[config.mk]
export PLATFORM = sky130hd
export DESIGN_NAME = retry_seq
export DESIGN_NICKNAME = d
export VERILOG_FILES = /design/src/retry_pkg.sv /design/src/tick_if.sv /design/src/retry_seq.sv /design/src/retry_tick.sv
export VERILOG_INCLUDE_DIRS = /design/src
export SDC_FILE = /design/constraint.sdc
export NUM_CORES = 1
export LEC_CHECK = 0
export BUFFER_PORTS_ARGS = -buffer_cell sky130_fd_sc_hd__buf_2
export CORE_UTILIZATION = 60
export CTS_BUF_LIST = sky130_fd_sc_hd__clkbuf_16
export CTS_CLUSTER_DIAMETER = 200
export DETAILED_ROUTE_END_ITERATION = 8
export PLACE_DENSITY = 0.87
export SYNTH_ARGS = -nofsm -noshare
export SYNTH_HDL_FRONTEND = slang
export SYNTH_SLANG_ARGS = --single-unit
export TNS_END_PERCENT = 20
[constraint.sdc]
create_clock -name mclk -period 4.9 [get_ports mclk]
set_clock_uncertainty 0.15 [all_clocks]
set_input_delay 0.245 -clock mclk [delete_from_list [all_inputs] [get_ports mclk]]
set_output_delay 0.245 -clock mclk [all_outputs]
set_load 0.05 [all_outputs]
[src/retry_defs.svh]
// retry sequencer constants: offsets, reset values, timing
// assumes a 20 MHz mclk
`ifndef RETRY_DEFS_SVH
`define RETRY_DEFS_SVH
`define OFS_CLASS_SEL   3'h0
`define OFS_RETRY_CNT   3'h1
`define OFS_WAIT_TIME   3'h2
`define OFS_SUCCESS     3'h3
`define OFS_COAST_TIME  3'h4
`define OFS_STATUS      3'h5
`define RST_CLASS_SEL   3'h0
`define RST_RETRY_CNT   7'h00
`define RST_WAIT_TIME   12'h00A
`define RST_COAST_TIME  14'h270F
`define COAST_OFF       14'h270F
`define SEL_MAX         3'h5
`define CNT_LOW_MAX     7'h0A
`define CNT_HI_MIN      7'h65
`define CNT_HI_MAX      7'h6E
`define CNT_HI_BASE     7'h64
`define SUCCESS_MULT    16'h0004
`define CLK_PERIOD_NS   50
`define WAIT_UNIT_NS    100000000
`define WAIT_UNIT_CYC   (`WAIT_UNIT_NS / `CLK_PERIOD_NS)
`endif

[src/retry_pkg.sv]
// retry sequencer types
// assumes nothing beyond the compiler
package retry_pkg;
    typedef enum logic [4:0] {
        ST_IDLE   = 5'h01,
        ST_WAIT   = 5'h02,
        ST_RUN    = 5'h04,
        ST_TRIP   = 5'h08,
        ST_EXCESS = 5'h10
    } seq_state_t;
    typedef enum logic [4:0] {
        overcurrent_accel_trip = 5'h00,
        overcurrent_const_trip = 5'h01,
        overcurrent_decel_trip = 5'h02,
        overvoltage_accel_trip = 5'h03,
        overvoltage_const_trip = 5'h04,
        overvoltage_decel_trip = 5'h05,
        motor_thermal_trip     = 5'h06,
        drive_thermal_trip     = 5'h07,
        brake_circuit_trip     = 5'h08,
        earth_fault_trip       = 5'h09,
        usb_comm_trip          = 5'h0A,
        external_thermal_trip  = 5'h0B,
        stall_trip             = 5'h0C,
        option_trip            = 5'h0D,
        comm_option_trip       = 5'h0E,
        param_storage_fault    = 5'h0F,
        brake_seq_trip_a       = 5'h10,
        brake_seq_trip_b       = 5'h11,
        brake_seq_trip_c       = 5'h12,
        brake_seq_trip_d       = 5'h13,
        input_phase_trip       = 5'h14,
        retry_excess_fault     = 5'h15
    } fault_class_t;
endpackage

[src/tick_if.sv]
// carrier for the 0.1 s time base
// assumes one clock domain
`timescale 1ns/100ps
interface tick_if;
    logic tick;
    modport src (output tick);
    modport dst (input tick);
endinterface
[src/retry_seq.sv]
// fault retry sequencer for a motor drive
// assumes faults arrive as one-cycle pulses with a class code, register port on mclk
//
// Notes on behaviour
// - class select 0..5, reset 0; retry only faults retriable under it
// - 0 all; 1 overcurrent; 2 overvoltage; 3 both
// - 4 all but motor, drive and external thermal trips
// - 5 only accel and decel overcurrent
// - count 0 no retry; 1..10 retries, alarm quiet while retrying
// - count 101..110 gives setting minus 100 retries, alarm on while retrying
// - after wait time, clear fault and restart at starting frequency
// - wait 0.1..360 s, reset 1 s, zero acts as 0.1 s
// - failures beyond allowed count raise retry excess fault and trip
// - fault free over four waits: success count plus one, failures cleared
// - success count reads back; writing zero clears it
// - retry active flag high throughout retry operation
// - fault history keeps only the first fault of a retry error
// - retry fault reset keeps thermal and duty data
// - no retry when storage fault found at power on
// - unselected fault during wait abandons retry, fault stays shown
// - coast time not 9999: retry restart uses power failure restart
// - automatic restart sequence runs at each retry
//
// Chosen here: the register addresses and strobed register access.
`timescale 1ns/100ps
`include "retry_defs.svh"
module retry_seq #(
    parameter int unsigned TICK_CYCLES = `WAIT_UNIT_CYC
) (
    // clock and reset
    input  wire logic        mclk,
    input  wire logic        rst,
    // register port
    input  wire logic [2:0]  reg_addr,
    input  wire logic [15:0] reg_wdata,
    input  wire logic        reg_wr,
    input  wire logic        reg_rd,
    output logic      [15:0] reg_rdata,
    // fault side
    input  wire logic        fault_valid,
    input  wire logic [4:0]  fault_code,
    input  wire logic        manual_reset,
    input  wire logic        pe_at_power_on,
    // drive control
    output logic             fault_reset,
    output logic             restart,
    output logic             restart_flying,
    output logic             tripped,
    output logic             alarm_out,
    output logic             retry_active_flag,
    output logic             retry_excess_fault,
    // fault history
    output logic             hist_wr,
    output logic      [4:0]  hist_code
);
    tick_if tb ();

    retry_tick #(.TICK_CYCLES(TICK_CYCLES)) u_tick (
        .mclk (mclk),
        .rst  (rst),
        .tb   (tb)
    );

    // ----------------------------------------
    // helper functions
    // ----------------------------------------
    function automatic logic retriable(input logic [2:0] sel, input logic [4:0] code);
        logic oc;
        logic ov;
        logic th;
        oc = code <= 5'(retry_pkg::overcurrent_decel_trip);
        ov = code >= 5'(retry_pkg::overvoltage_accel_trip) && code <= 5'(retry_pkg::overvoltage_decel_trip);
        th = code == 5'(retry_pkg::motor_thermal_trip) || code == 5'(retry_pkg::drive_thermal_trip)
             || code == 5'(retry_pkg::external_thermal_trip);
        if (code > 5'(retry_pkg::input_phase_trip))
            return 1'b0;
        case (sel)
            3'h0: return 1'b1;
            3'h1: return oc;
            3'h2: return ov;
            3'h3: return oc | ov;
            3'h4: return !th;
            3'h5: return code == 5'(retry_pkg::overcurrent_accel_trip)
                         || code == 5'(retry_pkg::overcurrent_decel_trip);
            default: return 1'b0;
        endcase
    endfunction

    function automatic logic [6:0] allowed(input logic [6:0] s);
        if (s >= 7'h01 && s <= `CNT_LOW_MAX)
            return s;
        if (s >= `CNT_HI_MIN && s <= `CNT_HI_MAX)
            return 7'(s - `CNT_HI_BASE);
        return 7'h00;
    endfunction

    // ----------------------------------------
    // registers
    // ----------------------------------------
    logic [2:0]  class_sel_r;
    logic [2:0]  class_sel_nxt;
    logic [6:0]  cnt_set_r;
    logic [6:0]  cnt_set_nxt;
    logic [11:0] wait_r;
    logic [11:0] wait_nxt;
    logic [13:0] coast_r;
    logic [13:0] coast_nxt;
    logic [15:0] success_r;
    logic [15:0] success_nxt;
    logic [15:0] rdata_nxt;
    logic        success_evt;

    always_comb begin
        class_sel_nxt = class_sel_r;
        cnt_set_nxt   = cnt_set_r;
        wait_nxt      = wait_r;
        coast_nxt     = coast_r;
        success_nxt   = success_r;
        rdata_nxt     = 16'h0000;
        if (reg_wr) begin
            case (reg_addr)
                `OFS_CLASS_SEL:  class_sel_nxt = reg_wdata[2:0];
                `OFS_RETRY_CNT:  cnt_set_nxt = reg_wdata[6:0];
                `OFS_WAIT_TIME:  wait_nxt = reg_wdata[11:0];
                `OFS_SUCCESS:    if (reg_wdata == 16'h0000) success_nxt = 16'h0000;
                `OFS_COAST_TIME: coast_nxt = reg_wdata[13:0];
                default: ;
            endcase
        end
        if (success_evt)
            success_nxt = (reg_wr && reg_addr == `OFS_SUCCESS && reg_wdata == 16'h0000)
                          ? 16'h0001 : 16'(success_r + 16'h0001);
        if (reg_rd) begin
            case (reg_addr)
                `OFS_CLASS_SEL:  rdata_nxt = {13'h0000, class_sel_r};
                `OFS_RETRY_CNT:  rdata_nxt = {9'h000, cnt_set_r};
                `OFS_WAIT_TIME:  rdata_nxt = {4'h0, wait_r};
                `OFS_SUCCESS:    rdata_nxt = success_r;
                `OFS_COAST_TIME: rdata_nxt = {2'h0, coast_r};
                `OFS_STATUS:     rdata_nxt = status_word();
                default:         rdata_nxt = 16'h0000;
            endcase
        end
    end

    always_ff @(posedge mclk) begin
        if (rst) begin
            class_sel_r <= `RST_CLASS_SEL;
            cnt_set_r   <= `RST_RETRY_CNT;
            wait_r      <= `RST_WAIT_TIME;
            coast_r     <= `RST_COAST_TIME;
            success_r   <= 16'h0000;
            reg_rdata   <= 16'h0000;
        end else begin
            class_sel_r <= class_sel_nxt;
            cnt_set_r   <= cnt_set_nxt;
            wait_r      <= wait_nxt;
            coast_r     <= coast_nxt;
            success_r   <= success_nxt;
            reg_rdata   <= rdata_nxt;
        end
    end

    // ----------------------------------------
    // power-on storage fault catch
    // ----------------------------------------
    logic first_r;
    logic pe_lock_r;
    logic pe_lock_nxt;

    always_comb begin
        pe_lock_nxt = pe_lock_r;
        if (first_r && pe_at_power_on)
            pe_lock_nxt = 1'b1;
    end

    always_ff @(posedge mclk) begin
        if (rst) begin
            first_r   <= 1'b1;
            pe_lock_r <= 1'b0;
        end else begin
            first_r   <= 1'b0;
            pe_lock_r <= pe_lock_nxt;
        end
    end

    // ----------------------------------------
    // sequencer
    // ----------------------------------------
    retry_pkg::seq_state_t st_r;
    retry_pkg::seq_state_t st_nxt;
    logic [15:0] timer_r;
    logic [15:0] timer_nxt;
    logic [6:0]  fail_r;
    logic [6:0]  fail_nxt;
    logic [4:0]  code_r;
    logic [4:0]  code_nxt;
    logic        frst_nxt;
    logic        rstrt_nxt;
    logic        hwr_nxt;
    logic        sel_ok;
    logic        can_retry;
    logic [15:0] wait_eff;

    function automatic logic [15:0] status_word();
        return {st_r, fail_r, pe_lock_r, code_r[2:0]};
    endfunction

    assign sel_ok    = class_sel_r <= `SEL_MAX && retriable(class_sel_r, fault_code);
    assign can_retry = sel_ok && allowed(cnt_set_r) != 7'h00 && !pe_lock_r;
    assign wait_eff  = (wait_r == 12'h000) ? 16'h0001 : {4'h0, wait_r};
    assign success_evt = st_r == retry_pkg::ST_RUN && tb.tick && timer_r == 16'h0000 && !fault_valid;

    always_comb begin
        st_nxt    = st_r;
        timer_nxt = timer_r;
        fail_nxt  = fail_r;
        code_nxt  = code_r;
        frst_nxt  = 1'b0;
        rstrt_nxt = 1'b0;
        hwr_nxt   = 1'b0;
        case (st_r)
            retry_pkg::ST_IDLE: begin
                if (fault_valid) begin
                    code_nxt = fault_code;
                    hwr_nxt  = 1'b1;
                    if (can_retry) begin
                        st_nxt    = retry_pkg::ST_WAIT;
                        timer_nxt = 16'(wait_eff - 16'h0001);
                    end else begin
                        st_nxt = retry_pkg::ST_TRIP;
                    end
                end
            end
            retry_pkg::ST_WAIT: begin
                if (fault_valid && !sel_ok) begin
                    st_nxt   = retry_pkg::ST_TRIP;
                    code_nxt = fault_code;
                end else if (tb.tick) begin
                    if (timer_r == 16'h0000) begin
                        st_nxt    = retry_pkg::ST_RUN;
                        frst_nxt  = 1'b1;
                        rstrt_nxt = 1'b1;
                        timer_nxt = 16'(wait_eff * `SUCCESS_MULT);
                    end else begin
                        timer_nxt = 16'(timer_r - 16'h0001);
                    end
                end
            end
            retry_pkg::ST_RUN: begin
                if (fault_valid) begin
                    fail_nxt = 7'(fail_r + 7'h01);
                    if (fail_nxt > allowed(cnt_set_r)) begin
                        st_nxt = retry_pkg::ST_EXCESS;
                    end else if (!sel_ok || pe_lock_r) begin
                        st_nxt   = retry_pkg::ST_TRIP;
                        code_nxt = fault_code;
                    end else begin
                        st_nxt    = retry_pkg::ST_WAIT;
                        timer_nxt = 16'(wait_eff - 16'h0001);
                    end
                end else if (success_evt) begin
                    st_nxt   = retry_pkg::ST_IDLE;
                    fail_nxt = 7'h00;
                end else if (tb.tick) begin
                    timer_nxt = 16'(timer_r - 16'h0001);
                end
            end
            retry_pkg::ST_TRIP, retry_pkg::ST_EXCESS: begin
                if (manual_reset) begin
                    st_nxt   = retry_pkg::ST_IDLE;
                    fail_nxt = 7'h00;
                end
            end
            default: st_nxt = retry_pkg::ST_IDLE;
        endcase
    end

    always_ff @(posedge mclk) begin
        if (rst) begin
            st_r        <= retry_pkg::ST_IDLE;
            timer_r     <= 16'h0000;
            fail_r      <= 7'h00;
            code_r      <= 5'h00;
            fault_reset <= 1'b0;
            restart     <= 1'b0;
            hist_wr     <= 1'b0;
        end else begin
            st_r        <= st_nxt;
            timer_r     <= timer_nxt;
            fail_r      <= fail_nxt;
            code_r      <= code_nxt;
            fault_reset <= frst_nxt;
            restart     <= rstrt_nxt;
            hist_wr     <= hwr_nxt;
        end
    end

    // ----------------------------------------
    // outputs
    // ----------------------------------------
    assign hist_code          = code_r;
    assign restart_flying     = restart && coast_r != `COAST_OFF;
    assign retry_active_flag  = st_r == retry_pkg::ST_WAIT || st_r == retry_pkg::ST_RUN;
    assign retry_excess_fault = st_r == retry_pkg::ST_EXCESS;
    assign tripped            = st_r == retry_pkg::ST_TRIP || st_r == retry_pkg::ST_EXCESS
                                || st_r == retry_pkg::ST_WAIT;
    assign alarm_out          = st_r == retry_pkg::ST_TRIP || st_r == retry_pkg::ST_EXCESS
                                || (retry_active_flag && cnt_set_r >= `CNT_HI_MIN);
endmodule

[src/retry_tick.sv]
// divider giving a one-cycle enable every 0.1 s
// assumes mclk at 20 MHz, synchronous reset
`timescale 1ns/100ps
`include "retry_defs.svh"
module retry_tick #(
    parameter int unsigned TICK_CYCLES = `WAIT_UNIT_CYC
) (
    // clock and reset
    input  wire logic mclk,
    input  wire logic rst,
    // time base
    tick_if.src       tb
);
    logic [31:0] cnt_r;
    logic [31:0] cnt_nxt;
    logic        tick_r;
    logic        tick_nxt;

    always_comb begin
        tick_nxt = 1'b0;
        cnt_nxt  = cnt_r + 32'h00000001;
        if (cnt_r >= 32'(TICK_CYCLES - 1)) begin
            cnt_nxt  = 32'h00000000;
            tick_nxt = 1'b1;
        end
    end

    always_ff @(posedge mclk) begin
        if (rst) begin
            cnt_r  <= 32'h00000000;
            tick_r <= 1'b0;
        end else begin
            cnt_r  <= cnt_nxt;
            tick_r <= tick_nxt;
        end
    end

    assign tb.tick = tick_r;
endmodule

==> out/results.ini <==
[timing]
period_minus_slack_ps = 4430
fmax_mhz = 226
fin_tns_setup_ps = 0
rsz0062_at_grt = no
worst_slew_pin_slew_ps = 1090
period_share_pct = 90.4
holdWs_ps = 10.4
slew_headroom_pct = 27.2
hold_viol_final = 0
setup_viol = 0
slew_viol_final = 0

[power_and_ir_drop]
power.density_mw_per_mm2 = 374
power_mw = 3.18
leakagePower_nw = 3.23
ir_worst_vdd_mv = 0.360

[cts]
cts_sinks = 138
holdBufCountCts = 20
clk_latency_ps = 430
post_cts_buffers = 0
root_buffer = clkbuf_16
cts.repair.resized = 0
clk_pin_slew_ps = 60
cts_max_level = 4
cts_tree = done
numCtsBuffers = 17
clk_path_buf_depth = 2

[global_route]
overflow = 0
grt_max_degree = 47
grt_pass1_vias = 6700
grt_antenna_before_repair = 1
track_usage_pct = 33.1
grt_pass1_wl_mm = 33.5

[finish]
final_cell_area_mm2 = 0.00849
final_cell_mix = 143 x nor2_1, 138 x dfxtp_1, 65 x nand2_1, 59 x buf_2, 58 x a21oi_1
nets = 1004
area_delta_synth_final_pct = 14.5
drive_above_1_share_pct = 12.1
layout_commonest_cell = nor2_1

[die]
ios = 60
core_mm2 = 0.0120
die_h_um = 113
start_util_pct = 61.7
rows = 40
dieArea_mm2 = 0.0128
chipWidth_um = 113

[logic_synthesis]
ys_types = 80
synthCells = 890
synth_seq_cells = 138
avgSynthCellArea_um2 = 8.33
synth_edf_count = 0
yosys.area_share.adder_pct = 2.70
synth_area_mm2 = 0.00741
yosys_warnings = 0
ys.flop_type = dfxtp_1
synth-compound-area-share_pct = 17.7
synthMuxAreaShare_pct = 5.61
synthXorXnorAreaFrac_pct = 5.32
synth_top_family_by_area = simple AND/OR/NAND/NOR gates
synthSimpleGateAreaFrac_pct = 27.1
async_flop_share_pct = 0
yosysSeqAreaShare_pct = 37.3

[run]
max_cap_viol_count = 0

[worst_setup_path]
crit_required_ps = 5110
worst-path-max-fanout = 18
crit_slowest_cell = or4_1
path_class = register to register
crit_chain = ha_1 > nand2b_4 > a2111oi_4 > o21bai_1 > nand2_1 > o21ai_0 > ha_1 > a211oi_1 > o21bai_1 > o22ai_1 > a21o_1 > nand2_1 > or4_1 > a21oi_1
regToRegStartpoint = cnt_set_r[2]
cp-end-kind = register
rrSetupSlack_ps = 470
cpPeakStageDelay_ps = 630
rr_endpoint = timer_r[10]
cp_top_family = compound AO/OA/AOI/OAI gates
crit_path_start_kind = register
worstPathArrival_ps = 4640
path_buf_inv = 0
reg2regPathDepth = 14
path_depth = 14

[route]
routed_wl_mm = 20.7
drc = 0
routedWlPerCell_um = 18.5
antenna_left = 0
vias = 7196
drt_first_pass_iters = 8
drt_iter0_markers = 974
avgViaCountPerCell = 6.44

[placed_design]
port_buffers = 59
gp_congestion = 0.946
dp.final_hpwl_mm = 14.2
placed_cell_area_mm2 = 0.00773

[min_path]
hold_path_class = primary input to register
min_path_cells = 3
min_to = hist_code[1]
min-delay-start = fault_code[1]

[status]
status = complete, no violations

synth_stat cells, drive strengths merged, types with 5 or more instances:
master / n / area (um^2)
xnor2: 20 / 175
or3: 9 / 61.3
nor4: 23 / 159
nand2b: 20 / 133
xor2: 25 / 219
o22a: 6 / 52.6
nor2: 144 / 543
nand4: 18 / 113
nor3b: 6 / 45.0
nand3b: 7 / 52.6
a211o: 11 / 96.3
a22oi: 10 / 75.1
mux2i: 37 / 370
clkbuf: 29 / 109
a21oi: 59 / 299
a221oi: 6 / 58.8
nand3: 23 / 120
nor2b: 16 / 100
nor4b: 6 / 67.6
nand2: 65 / 244
o22ai: 5 / 31.3
o32ai: 10 / 87.6
a31oi: 5 / 31.3
inv: 25 / 93.8
and3: 11 / 68.8
dfxtp: 138 / 2760
and2: 6 / 37.5
o21ai: 27 / 135
ha: 16 / 200
nor3: 26 / 163
a211oi: 14 / 115
buf: 15 / 108
how the worst max path moves through the flow:
stage,start,end,slack (ps)
3_3_place_gp,cnt_set_r[2],timer_r[10],880
5_1_grt,cnt_set_r[3],timer_r[10],280
2_1_floorplan,cnt_set_r[3],hist_code[1],1410
4_1_cts,cnt_set_r[3],timer_r[10],620
3_5_place_dp,cnt_set_r[2],timer_r[10],740
6_report,cnt_set_r[2],timer_r[10],470
kinds of logic (layout without fill, tap and decap cells):
kind of cell               count (synthesis)  count (layout)
DFF                                      138             138
other                                      1              12
xor gates and xnor gates                  45              45
and+or+nand+nor                          393             393
adders and majority gates                 16              16
AOI/OAI and AO/OA                        188             188
buffers and inverters                     69             139
muxes                                     40              40
cell type report:
class	instances	area [um^2]
clock inverters	15	126
fillers	885	3520
well taps	147	184
diodes	1	2.50
clock buffers	17	425
inverters	25	93.8
multi-input cells	693	4380
repair buffers	82	518
flip-flops and latches	138	2760
layer usage:
metal	vias up	share of wire, %	global-route usage [%]
met3	94	12	9.91
met5	-	0	0
met2	468	45	51.9
met4	0	3.1	13.4
li1	3334	-	-
met1	3300	40	42.6
flip-flops by register name (all words and copies together) (netlist names):
| signal | cells |
|---|---|
| u_tick.cnt_r | 32 |
| reg_rdata | 16 |
| success_r | 16 |
| timer_r | 16 |
| coast_r | 14 |
| wait_r | 12 |
| cnt_set_r | 7 |
| fail_r | 7 |
| hist_code | 5 |
| st_r | 5 |
| class_sel_r | 3 |
| first_r | 1 |
| hist_wr | 1 |
| pe_lock_r | 1 |
| restart | 1 |
| u_tick.tb.tick | 1 |
power by group:
| group | switching [mW] | internal, mW | leakage (nW) | total [mW] |
|---|---|---|---|---|
| logic | 0.501 | 0.232 | 1.85 | 0.733 |
| registers | 0.0731 | 1.17 | 1.12 | 1.24 |
| clock network | 0.507 | 0.694 | 0.259 | 1.20 |
| total | 1.08 | 2.09 | 3.23 | 3.18 |
per-stage QoR:
| stage | std cells | setup WS [ps] | util [%] |
|---|---|---|---|
| 2_1_floorplan | 900 | 1410 | - |
| 3_3_place_gp | 1065 | 884 | 64.4 |
| 3_5_place_dp | 1065 | 741 | 64.4 |
| 4_1_cts | 1117 | 619 | 70.6 |
| 5_1_grt | 1117 | 283 | 70.6 |
| 6_report | 1118 | 471 | 70.7 |
worst register-to-register path, delay by kind of cell (launching register included):
family,cells,cell delay (ps)
AOI/OAI and AO/OA,8,1790
and+or+nand+nor,4,1280
adders and majority gates,2,580
DFF,1,570
No activity file was read; power rests on OpenSTA's default activity.
